**src/inc/dual_dac_regs.vh**
```
// Constants for the dual DAC digital front end.
// Assumes inclusion by the design files under hw/.
// Operation
// - Code splits into 7 thermometer, 5 binary bits
// - Inputs unsigned straight binary, bit 11 MSB
// - Mode low interleaved, high dual-port
// - Dual-port uses own bus, strobe, clock
// - Write strobe rise captures bus into latch
// - Update clock rise moves word to output
// - Interleaved shares bus A, strobe, clock
// - Interleaved strobe rise steers by select
// - Interleaved clock halved loads both channels
// - Gate high blocks updates and divider
// - Update rate at most 125 Msps
// - Gain share high uses resistor A halved
// - Power-down high makes device inactive
// - Outputs proportional to code and 4095-code
`ifndef DUAL_DAC_REGS_VH
`define DUAL_DAC_REGS_VH
`define DAC_WIDTH      12
`define DAC_THERM_BITS 7
`define DAC_BIN_BITS   5
`define DAC_SEGMENTS   127
`define DAC_CODE_MAX   12'hFFF
`define DAC_RESET_CODE 12'h000
`define SEL_CHAN_A     1'b0
`define MODE_INTERLEAVED 1'b0
`define MAX_RATE_MSPS  125
`endif

```
**src/hw/dual_dac_input_interface.v**
```verilog
// Digital front end of a dual 12-bit DAC: latching, mode demux, segments.
// Assumes pins are sampled by clk, which must outrun every pin edge.
`default_nettype none
`include "dual_dac_regs.vh"
module dual_dac_input_interface #(
  parameter WIDTH = `DAC_WIDTH
) (
  input  wire             clk,
  input  wire             nrst,
  input  wire             clkEn,
  input  wire             modeSelect,
  input  wire [WIDTH-1:0] chan_a_bus,
  input  wire [WIDTH-1:0] chan_b_bus,
  input  wire             write_strobe_a,
  input  wire             update_clock_a,
  input  wire             update_clock_b,
  input  wire             write_strobe_b,
  input  wire             gain_share_select,
  input  wire             power_down_in,
  input  wire             outReady,
  output wire             outValid,
  output reg  [WIDTH-1:0] codeA,
  output reg  [WIDTH-1:0] codeB,
  output reg  [WIDTH-1:0] codeCompA,
  output reg  [WIDTH-1:0] codeCompB,
  output reg  [126:0]     thermA,
  output reg  [126:0]     thermB,
  output reg  [4:0]       binA,
  output reg  [4:0]       binB,
  output reg              scaleFromA,
  output reg              scaleHalf,
  output reg              active,
  output reg              dividedClock
);
  // Pin 17..20 share meaning between modes; all pass two flops.
  wire pin17Lvl;
  wire pin17Rise;
  wire pin18Lvl;
  wire pin18Rise;
  wire pin19Lvl;
  wire pin19Rise;
  wire pin20Lvl;
  wire pin20Rise;
  // Pins sampled by clk: accepted word rate stays far below the limit
  edge_detect uEd17 (
    .clk   (clk),
    .nrst  (nrst),
    .clkEn (clkEn),
    .pin   (write_strobe_a),
    .level (pin17Lvl),
    .rise  (pin17Rise)
  );
  edge_detect uEd18 (
    .clk   (clk),
    .nrst  (nrst),
    .clkEn (clkEn),
    .pin   (update_clock_a),
    .level (pin18Lvl),
    .rise  (pin18Rise)
  );
  edge_detect uEd19 (
    .clk   (clk),
    .nrst  (nrst),
    .clkEn (clkEn),
    .pin   (update_clock_b),
    .level (pin19Lvl),
    .rise  (pin19Rise)
  );
  edge_detect uEd20 (
    .clk   (clk),
    .nrst  (nrst),
    .clkEn (clkEn),
    .pin   (write_strobe_b),
    .level (pin20Lvl),
    .rise  (pin20Rise)
  );

  // Data buses and static pins: two flops each, delayed to align with strobes.
  reg [WIDTH-1:0] busA1;
  reg [WIDTH-1:0] busA2;
  reg [WIDTH-1:0] busB1;
  reg [WIDTH-1:0] busB2;
  reg             mode1;
  reg             mode2;
  reg             gain1;
  reg             gain2;
  reg             pwd1;
  reg             pwd2;
  always @(posedge clk or negedge nrst) begin
    if (!nrst) begin
      busA1 <= `DAC_RESET_CODE;
      busA2 <= `DAC_RESET_CODE;
      busB1 <= `DAC_RESET_CODE;
      busB2 <= `DAC_RESET_CODE;
      mode1 <= 1'b1;
      mode2 <= 1'b1;
      gain1 <= 1'b0;
      gain2 <= 1'b0;
      pwd1  <= 1'b0;
      pwd2  <= 1'b0;
    end else if (clkEn) begin
      busA1 <= chan_a_bus;
      busA2 <= busA1;
      busB1 <= chan_b_bus;
      busB2 <= busB1;
      mode1 <= modeSelect;
      mode2 <= mode1;
      gain1 <= gain_share_select;
      gain2 <= gain1;
      pwd1  <= power_down_in;
      pwd2  <= pwd1;
    end
  end

  wire interleaved = (mode2 == `MODE_INTERLEAVED);
  wire clockGate   = interleaved & pin19Lvl;

  // Input latches, then converter latches.
  reg [WIDTH-1:0] inLatchA;
  reg [WIDTH-1:0] inLatchB;
  reg             div;
  reg             fifoPush;
  reg             loadA;
  reg             loadB;
  always @(posedge clk or negedge nrst) begin
    if (!nrst) begin
      inLatchA <= `DAC_RESET_CODE;
      inLatchB <= `DAC_RESET_CODE;
      div      <= 1'b0;
      loadA    <= 1'b0;
      loadB    <= 1'b0;
    end else if (clkEn) begin
      loadA <= 1'b0;
      loadB <= 1'b0;
      if (interleaved) begin
        if (pin17Rise) begin
          if (pin20Lvl == `SEL_CHAN_A) begin
            inLatchA <= busA2;
          end else begin
            inLatchB <= busA2;
          end
        end
        if (clockGate) begin
          div <= 1'b0;
        end else if (pin18Rise) begin
          div <= ~div;
          if (!div) begin
            loadA <= 1'b1;
            loadB <= 1'b1;
          end
        end
      end else begin
        div <= 1'b0;
        if (pin17Rise) begin
          inLatchA <= busA2;
        end
        if (pin20Rise) begin
          inLatchB <= busB2;
        end
        loadA <= pin18Rise;
        loadB <= pin19Rise;
      end
    end
  end

  // Two-entry buffer holds update pairs; a load that arrives while it is full is dropped.
  localparam DEPTH = 2;
  reg [2*WIDTH+1:0] mem [0:DEPTH-1];
  reg               wrPtr;
  reg               rdPtr;
  reg [1:0]         count;
  wire              inReady = (count != 2'd2);
  wire              doPush  = clkEn & (loadA | loadB) & inReady;
  wire              doPop   = clkEn & outValid & outReady;
  assign outValid = (count != 2'd0);
  always @* begin
    fifoPush = doPush;
  end
  always @(posedge clk or negedge nrst) begin
    if (!nrst) begin
      wrPtr <= 1'b0;
      rdPtr <= 1'b0;
      count <= 2'd0;
    end else begin
      if (fifoPush) begin
        wrPtr <= ~wrPtr;
      end
      if (doPop) begin
        rdPtr <= ~rdPtr;
      end
      count <= count + {1'b0, fifoPush} - {1'b0, doPop};
    end
  end
  // Storage has no reset; only entries below count are ever read
  always @(posedge clk) begin
    if (fifoPush) begin
      mem[wrPtr] <= {loadA, loadB, inLatchA, inLatchB};
    end
  end

  // Thermometer decode of the upper field.
  function [126:0] therm;
    input [6:0] v;
    integer k;
    begin
      for (k = 0; k < `DAC_SEGMENTS; k = k + 1) begin
        therm[k] = (k < v);
      end
    end
  endfunction

  wire [2*WIDTH+1:0] head  = mem[rdPtr];
  wire [WIDTH-1:0]   headA = head[2*WIDTH-1:WIDTH];
  wire [WIDTH-1:0]   headB = head[WIDTH-1:0];

  always @(posedge clk or negedge nrst) begin
    if (!nrst) begin
      codeA        <= `DAC_RESET_CODE;
      codeB        <= `DAC_RESET_CODE;
      codeCompA    <= `DAC_CODE_MAX;
      codeCompB    <= `DAC_CODE_MAX;
      thermA       <= 127'd0;
      thermB       <= 127'd0;
      binA         <= 5'd0;
      binB         <= 5'd0;
      scaleFromA   <= 1'b0;
      scaleHalf    <= 1'b0;
      active       <= 1'b0;
      dividedClock <= 1'b0;
    end else if (clkEn) begin
      scaleFromA   <= gain2;
      scaleHalf    <= gain2;
      active       <= ~pwd2;
      dividedClock <= div;
      if (doPop && !pwd2) begin
        if (head[2*WIDTH+1]) begin
          codeA     <= headA;
          codeCompA <= `DAC_CODE_MAX - headA;
          thermA    <= therm(headA[11:5]);
          binA      <= headA[4:0];
        end
        if (head[2*WIDTH]) begin
          codeB     <= headB;
          codeCompB <= `DAC_CODE_MAX - headB;
          thermB    <= therm(headB[11:5]);
          binB      <= headB[4:0];
        end
      end
    end
  end
endmodule // dual_dac_input_interface
`default_nettype wire

```
**src/hw/edge_detect.v**
```verilog
// Two-flop synchroniser with a rising-edge pulse for one pin.
// Assumes clk is fast enough to see every level of the pin.
`default_nettype none
module edge_detect (
  input  wire clk,
  input  wire nrst,
  input  wire clkEn,
  input  wire pin,
  output wire level,
  output wire rise
);
  reg stage1;
  reg stage2;
  reg stage3;
  always @(posedge clk or negedge nrst) begin
    if (!nrst) begin
      stage1 <= 1'b0;
      stage2 <= 1'b0;
      stage3 <= 1'b0;
    end else if (clkEn) begin
      stage1 <= pin;
      stage2 <= stage1;
      stage3 <= stage2;
    end
  end
  assign level = stage2;
  assign rise  = clkEn & stage2 & ~stage3;
endmodule // edge_detect
`default_nettype wire

```
**config.mk**
```make
export PLATFORM = sky130hd
export DESIGN_NAME = dual_dac_input_interface
export DESIGN_NICKNAME = d
export VERILOG_FILES = /design/src/hw/dual_dac_input_interface.v /design/src/hw/edge_detect.v
export VERILOG_INCLUDE_DIRS = /design/src /design/src/inc
export SDC_FILE = /design/constraint.sdc
export NUM_CORES = 1
export LEC_CHECK = 0
export ABC_CLOCK_PERIOD_IN_PS = 3090
export BUFFER_PORTS_ARGS = -buffer_cell sky130_fd_sc_hd__buf_4
export CORE_UTILIZATION = 55
export DETAILED_ROUTE_END_ITERATION = 12
export GPL_ROUTABILITY_DRIVEN = 0
export GPL_TIMING_DRIVEN = 0
export PLACE_DENSITY = 0.75
export SYNTH_ARGS = -nofsm -noshare
export SYNTH_HDL_FRONTEND = slang
export SYNTH_HIERARCHICAL = 1
export SYNTH_SLANG_ARGS = --single-unit
```
**constraint.sdc**
```tcl
create_clock -name clk -period 3.09 [get_ports clk]
set_input_delay 0.309 -clock clk [delete_from_list [all_inputs] [get_ports clk]]
set_output_delay 0.309 -clock clk [all_outputs]
set_load 0.01 [all_outputs]
```
==> flow_summary.ini <==
[sta]
fmax_mhz = 388
setup_viol = 0
tightest_slew_ps = 980
period_share_pct = 83.3
period_minus_slack_ps = 2570
drv_slew = 0
hold_viol = 0
setup-tns-final_ps = 0
hold_slack_ps = 25.4
rsz0062_at_grt = no
skew_ps = 13.5
max_slew_margin_pct = 34.7

[clock_network]
cts_root_buf = clkbuf_16
clock_sinks = 452
clkTransAtPathRegs_ps = 60
cts_tree = done
cts_max_level = 2
clk_path_buf_depth = 3
cts_resized = 0
clk_latency_ps = 540
cts_buffers = 45

[route]
drcViolationCount = 0
routed_wl_um = 54100
via_count = 15100
viasPerCell = 5.81
dr.pass1.iters = 6
wire_per_inst_um = 20.9
ant_nets = 0
first_iter_violations = 1436

[global_routing]
grt_util_all_layers_pct = 31.7
antenna_found_initial = 0
grt_util_met1_pct = 43.2
grt.overflow.total = 0
grt_pass1_vias = 14400
use_met2_pct = 51.6
grt_max_degree = 130
grt_pass1_wl_um = 82300
top_usage_layer = met2
use_met3_pct = 5.05

[synth]
syn_inst = 1682
synth_top_area_share_pct = 50.9
synthFlopType = dfrtp_1
yosysWarningCount = 6
synth_area_um2 = 18400
yosysUniqueCellTypes = 68
yosys.area_share.adder_pct = 0.136
ys_ff_latch = 452
synth_area_per_cell_um2 = 10.9
synth-compound-area-share_pct = 11.8
async_reset_ff_share_pct = 88.5
synthMuxAreaShare_pct = 6.71
yosys.area.top_type = dfrtp_1
synth_top_family_by_area = simple AND/OR/NAND/NOR gates
syn-num-nets = 1719
synthSimpleGateAreaFrac_pct = 14.5
synth_edf_count = 52
yosysSeqAreaShare_pct = 63.1
yosys.area_share.xor_xnor_pct = 0.191
synthTopCellsByArea = dfrtp_1 51%, edfxtp_1 8.5%, nand2_1 6.1%

[power_and_ir_drop]
switchingPower_mw = 8.62
power.density_nw_per_um2 = 1030
clockPowerShare_pct = 22.7
peakVddDrop_mv = 0.533
seq_power_share_pct = 41.3
p_int_mw = 15.6
comb_power_share_pct = 36.0
swShare_pct = 35.6
leakage_nw = 11.1

[die]
start_util_pct = 56.2
num_io_pins = 352
coreArea_um2 = 32700
die_area_um2 = 34100
die_x_um = 185
row_count = 66
die_y_um = 185

[setup_path]
critPathMaxStageDelay_ps = 500
cp_cell_sequence = buf_4, buf_8, mux2i_1, o211ai_1, buf_2, o31ai_1, nand2_1
startpoint_type = flop
crit_family = compound AO/OA/AOI/OAI gates
cp.required_ps = 3500
cp.arrival_ps = 2980
path_buf_inv = 3
crit_fanout = 10
cp_slowest_cell = mux2i_1
critPathKind = reg2reg
cp-end-kind = flop

[finish]
final_common_cell = dfrtp_1
regArea_um2 = 11600
multi_input_area_um2 = 6120
diodes = 0
nFillCells = 2357
drive_gt1_share_pct = 30.3
area_growth_pct = 27.8
mostFrequentLayoutCells = 374 x dfrtp_1, 371 x buf_4, 300 x nand2_1, 203 x o21ai_0, 187 x nor2_1
nets = 2151

[placement]
io_buffers = 351
dpl.hpwl_um = 37900

[flow_run]
max_cap_violations = 0

[status]
outcome = completed

[min_path]
hold_class = in2reg
-- final cells by class --
cell class              count  share of cell area, %
plain buffers             117                   2.61
clock buffers              64                   5.62
clock inverters            20                  0.788
inverters                  11                  0.176
multi-input cells        1102                   26.1
flip-flops and latches    452                   49.4
well taps                 442                   2.35
repair buffers            385                   13.0
-- metrics by stage --
| step | setup WS (ps) | std cells | cell area, um2 | util, % | power [mW] |
|---|---|---|---|---|---|
| global placement | -2090 | 2475 | 21600 | 65.9 | 18.4 |
| global route | 454 | 2593 | 23500 | 71.8 | 25.5 |
| CTS | 584 | 2590 | 23500 | 71.7 | 24.2 |
| finish | 516 | 2593 | 23500 | 71.8 | 24.2 |
| detailed placement | 625 | 2480 | 21700 | 66.3 | 18.7 |
| floorplan | 695 | 1682 | 18400 | - | 13.9 |
-- state kept, by name, summed over array words and instances, names as in the netlist, 2 cells and up --
name       count
thermA       127
thermB       127
mem           52
busA1         12
busA2         12
busB1         12
busB2         12
codeCompA     12
codeCompB     12
inLatchA      12
inLatchB      12
codeA         11
codeB         11
count          2
-- metal layers --
metal	vias to the layer above	wire length, um
li1	6651	-
met1	7453	21500
met2	816	26400
met3	140	4370
met4	0	1890
met5	-	0
-- path summary, 6_finish.rpt --
check | start | to | slack [ps] | depth (start not counted)
worst max-delay path | rdPtr | thermA[68] | 520 | 7
worst min-delay path | chan_b_bus[0] | busB1[0] | 30 | 2
worst max register to register | rdPtr | thermA[68] | 520 | 7
worst min register to register | codeCompB[5] | codeCompB[5] | 460 | 2
max in group asynchronous | nrst | thermA[114] | 1190 | 4
min in group asynchronous | nrst | uEd17/level | 370 | 2
-- repair_timing --
| item | 4_1_cts | 5_1_grt |
|---|---|---|
| hold endpoints to repair | 101 | 3 |
| buffers inserted | 0 | 0 |
| hold buffers | 26 | 3 |
-- logic make-up after synthesis --
family / Yosys count
simple gates: 617
fa+ha+maj: 2
compound gates: 367
xor+xnor: 4
flops: 452
buf+inv: 128
mux: 112
-- synthesized netlist by cell type, types with 4 or more instances --
cell type,n
a211oi_1,12
a21o_1,16
a21oi_1,45
a21oi_2,4
a31oi_1,5
a32o_1,6
and3_1,4
and3b_1,10
and3b_2,4
buf_1,4
buf_2,59
buf_4,21
clkbuf_1,30
dfrtp_1,374
dfstp_2,26
edfxtp_1,52
inv_1,11
mux2_2,87
mux2i_1,24
nand2_1,300
nand3_1,29
nand4_1,4
nor2_1,189
nor2b_1,11
nor3_1,33
nor3b_1,7
o21a_1,7
o21ai_0,203
o21ai_1,21
o22ai_1,13
o311ai_0,8
o311ai_1,4
or3_1,5
xnor2_1,4
-- power groups by stage --
| stage | clock (mW) | sequential (mW) | combinational, mW |
|---|---|---|---|
| detailed placement | 0 | 10.1 | 8.63 |
| global placement | 0 | 10.0 | 8.38 |
| global route | 5.78 | 10.2 | 9.48 |
| floorplan | 0 | 10.5 | 3.42 |
| finish | 5.50 | 10.0 | 8.72 |
| CTS | 5.53 | 9.98 | 8.70 |
No activity file was read; power rests on OpenSTA's default activity.
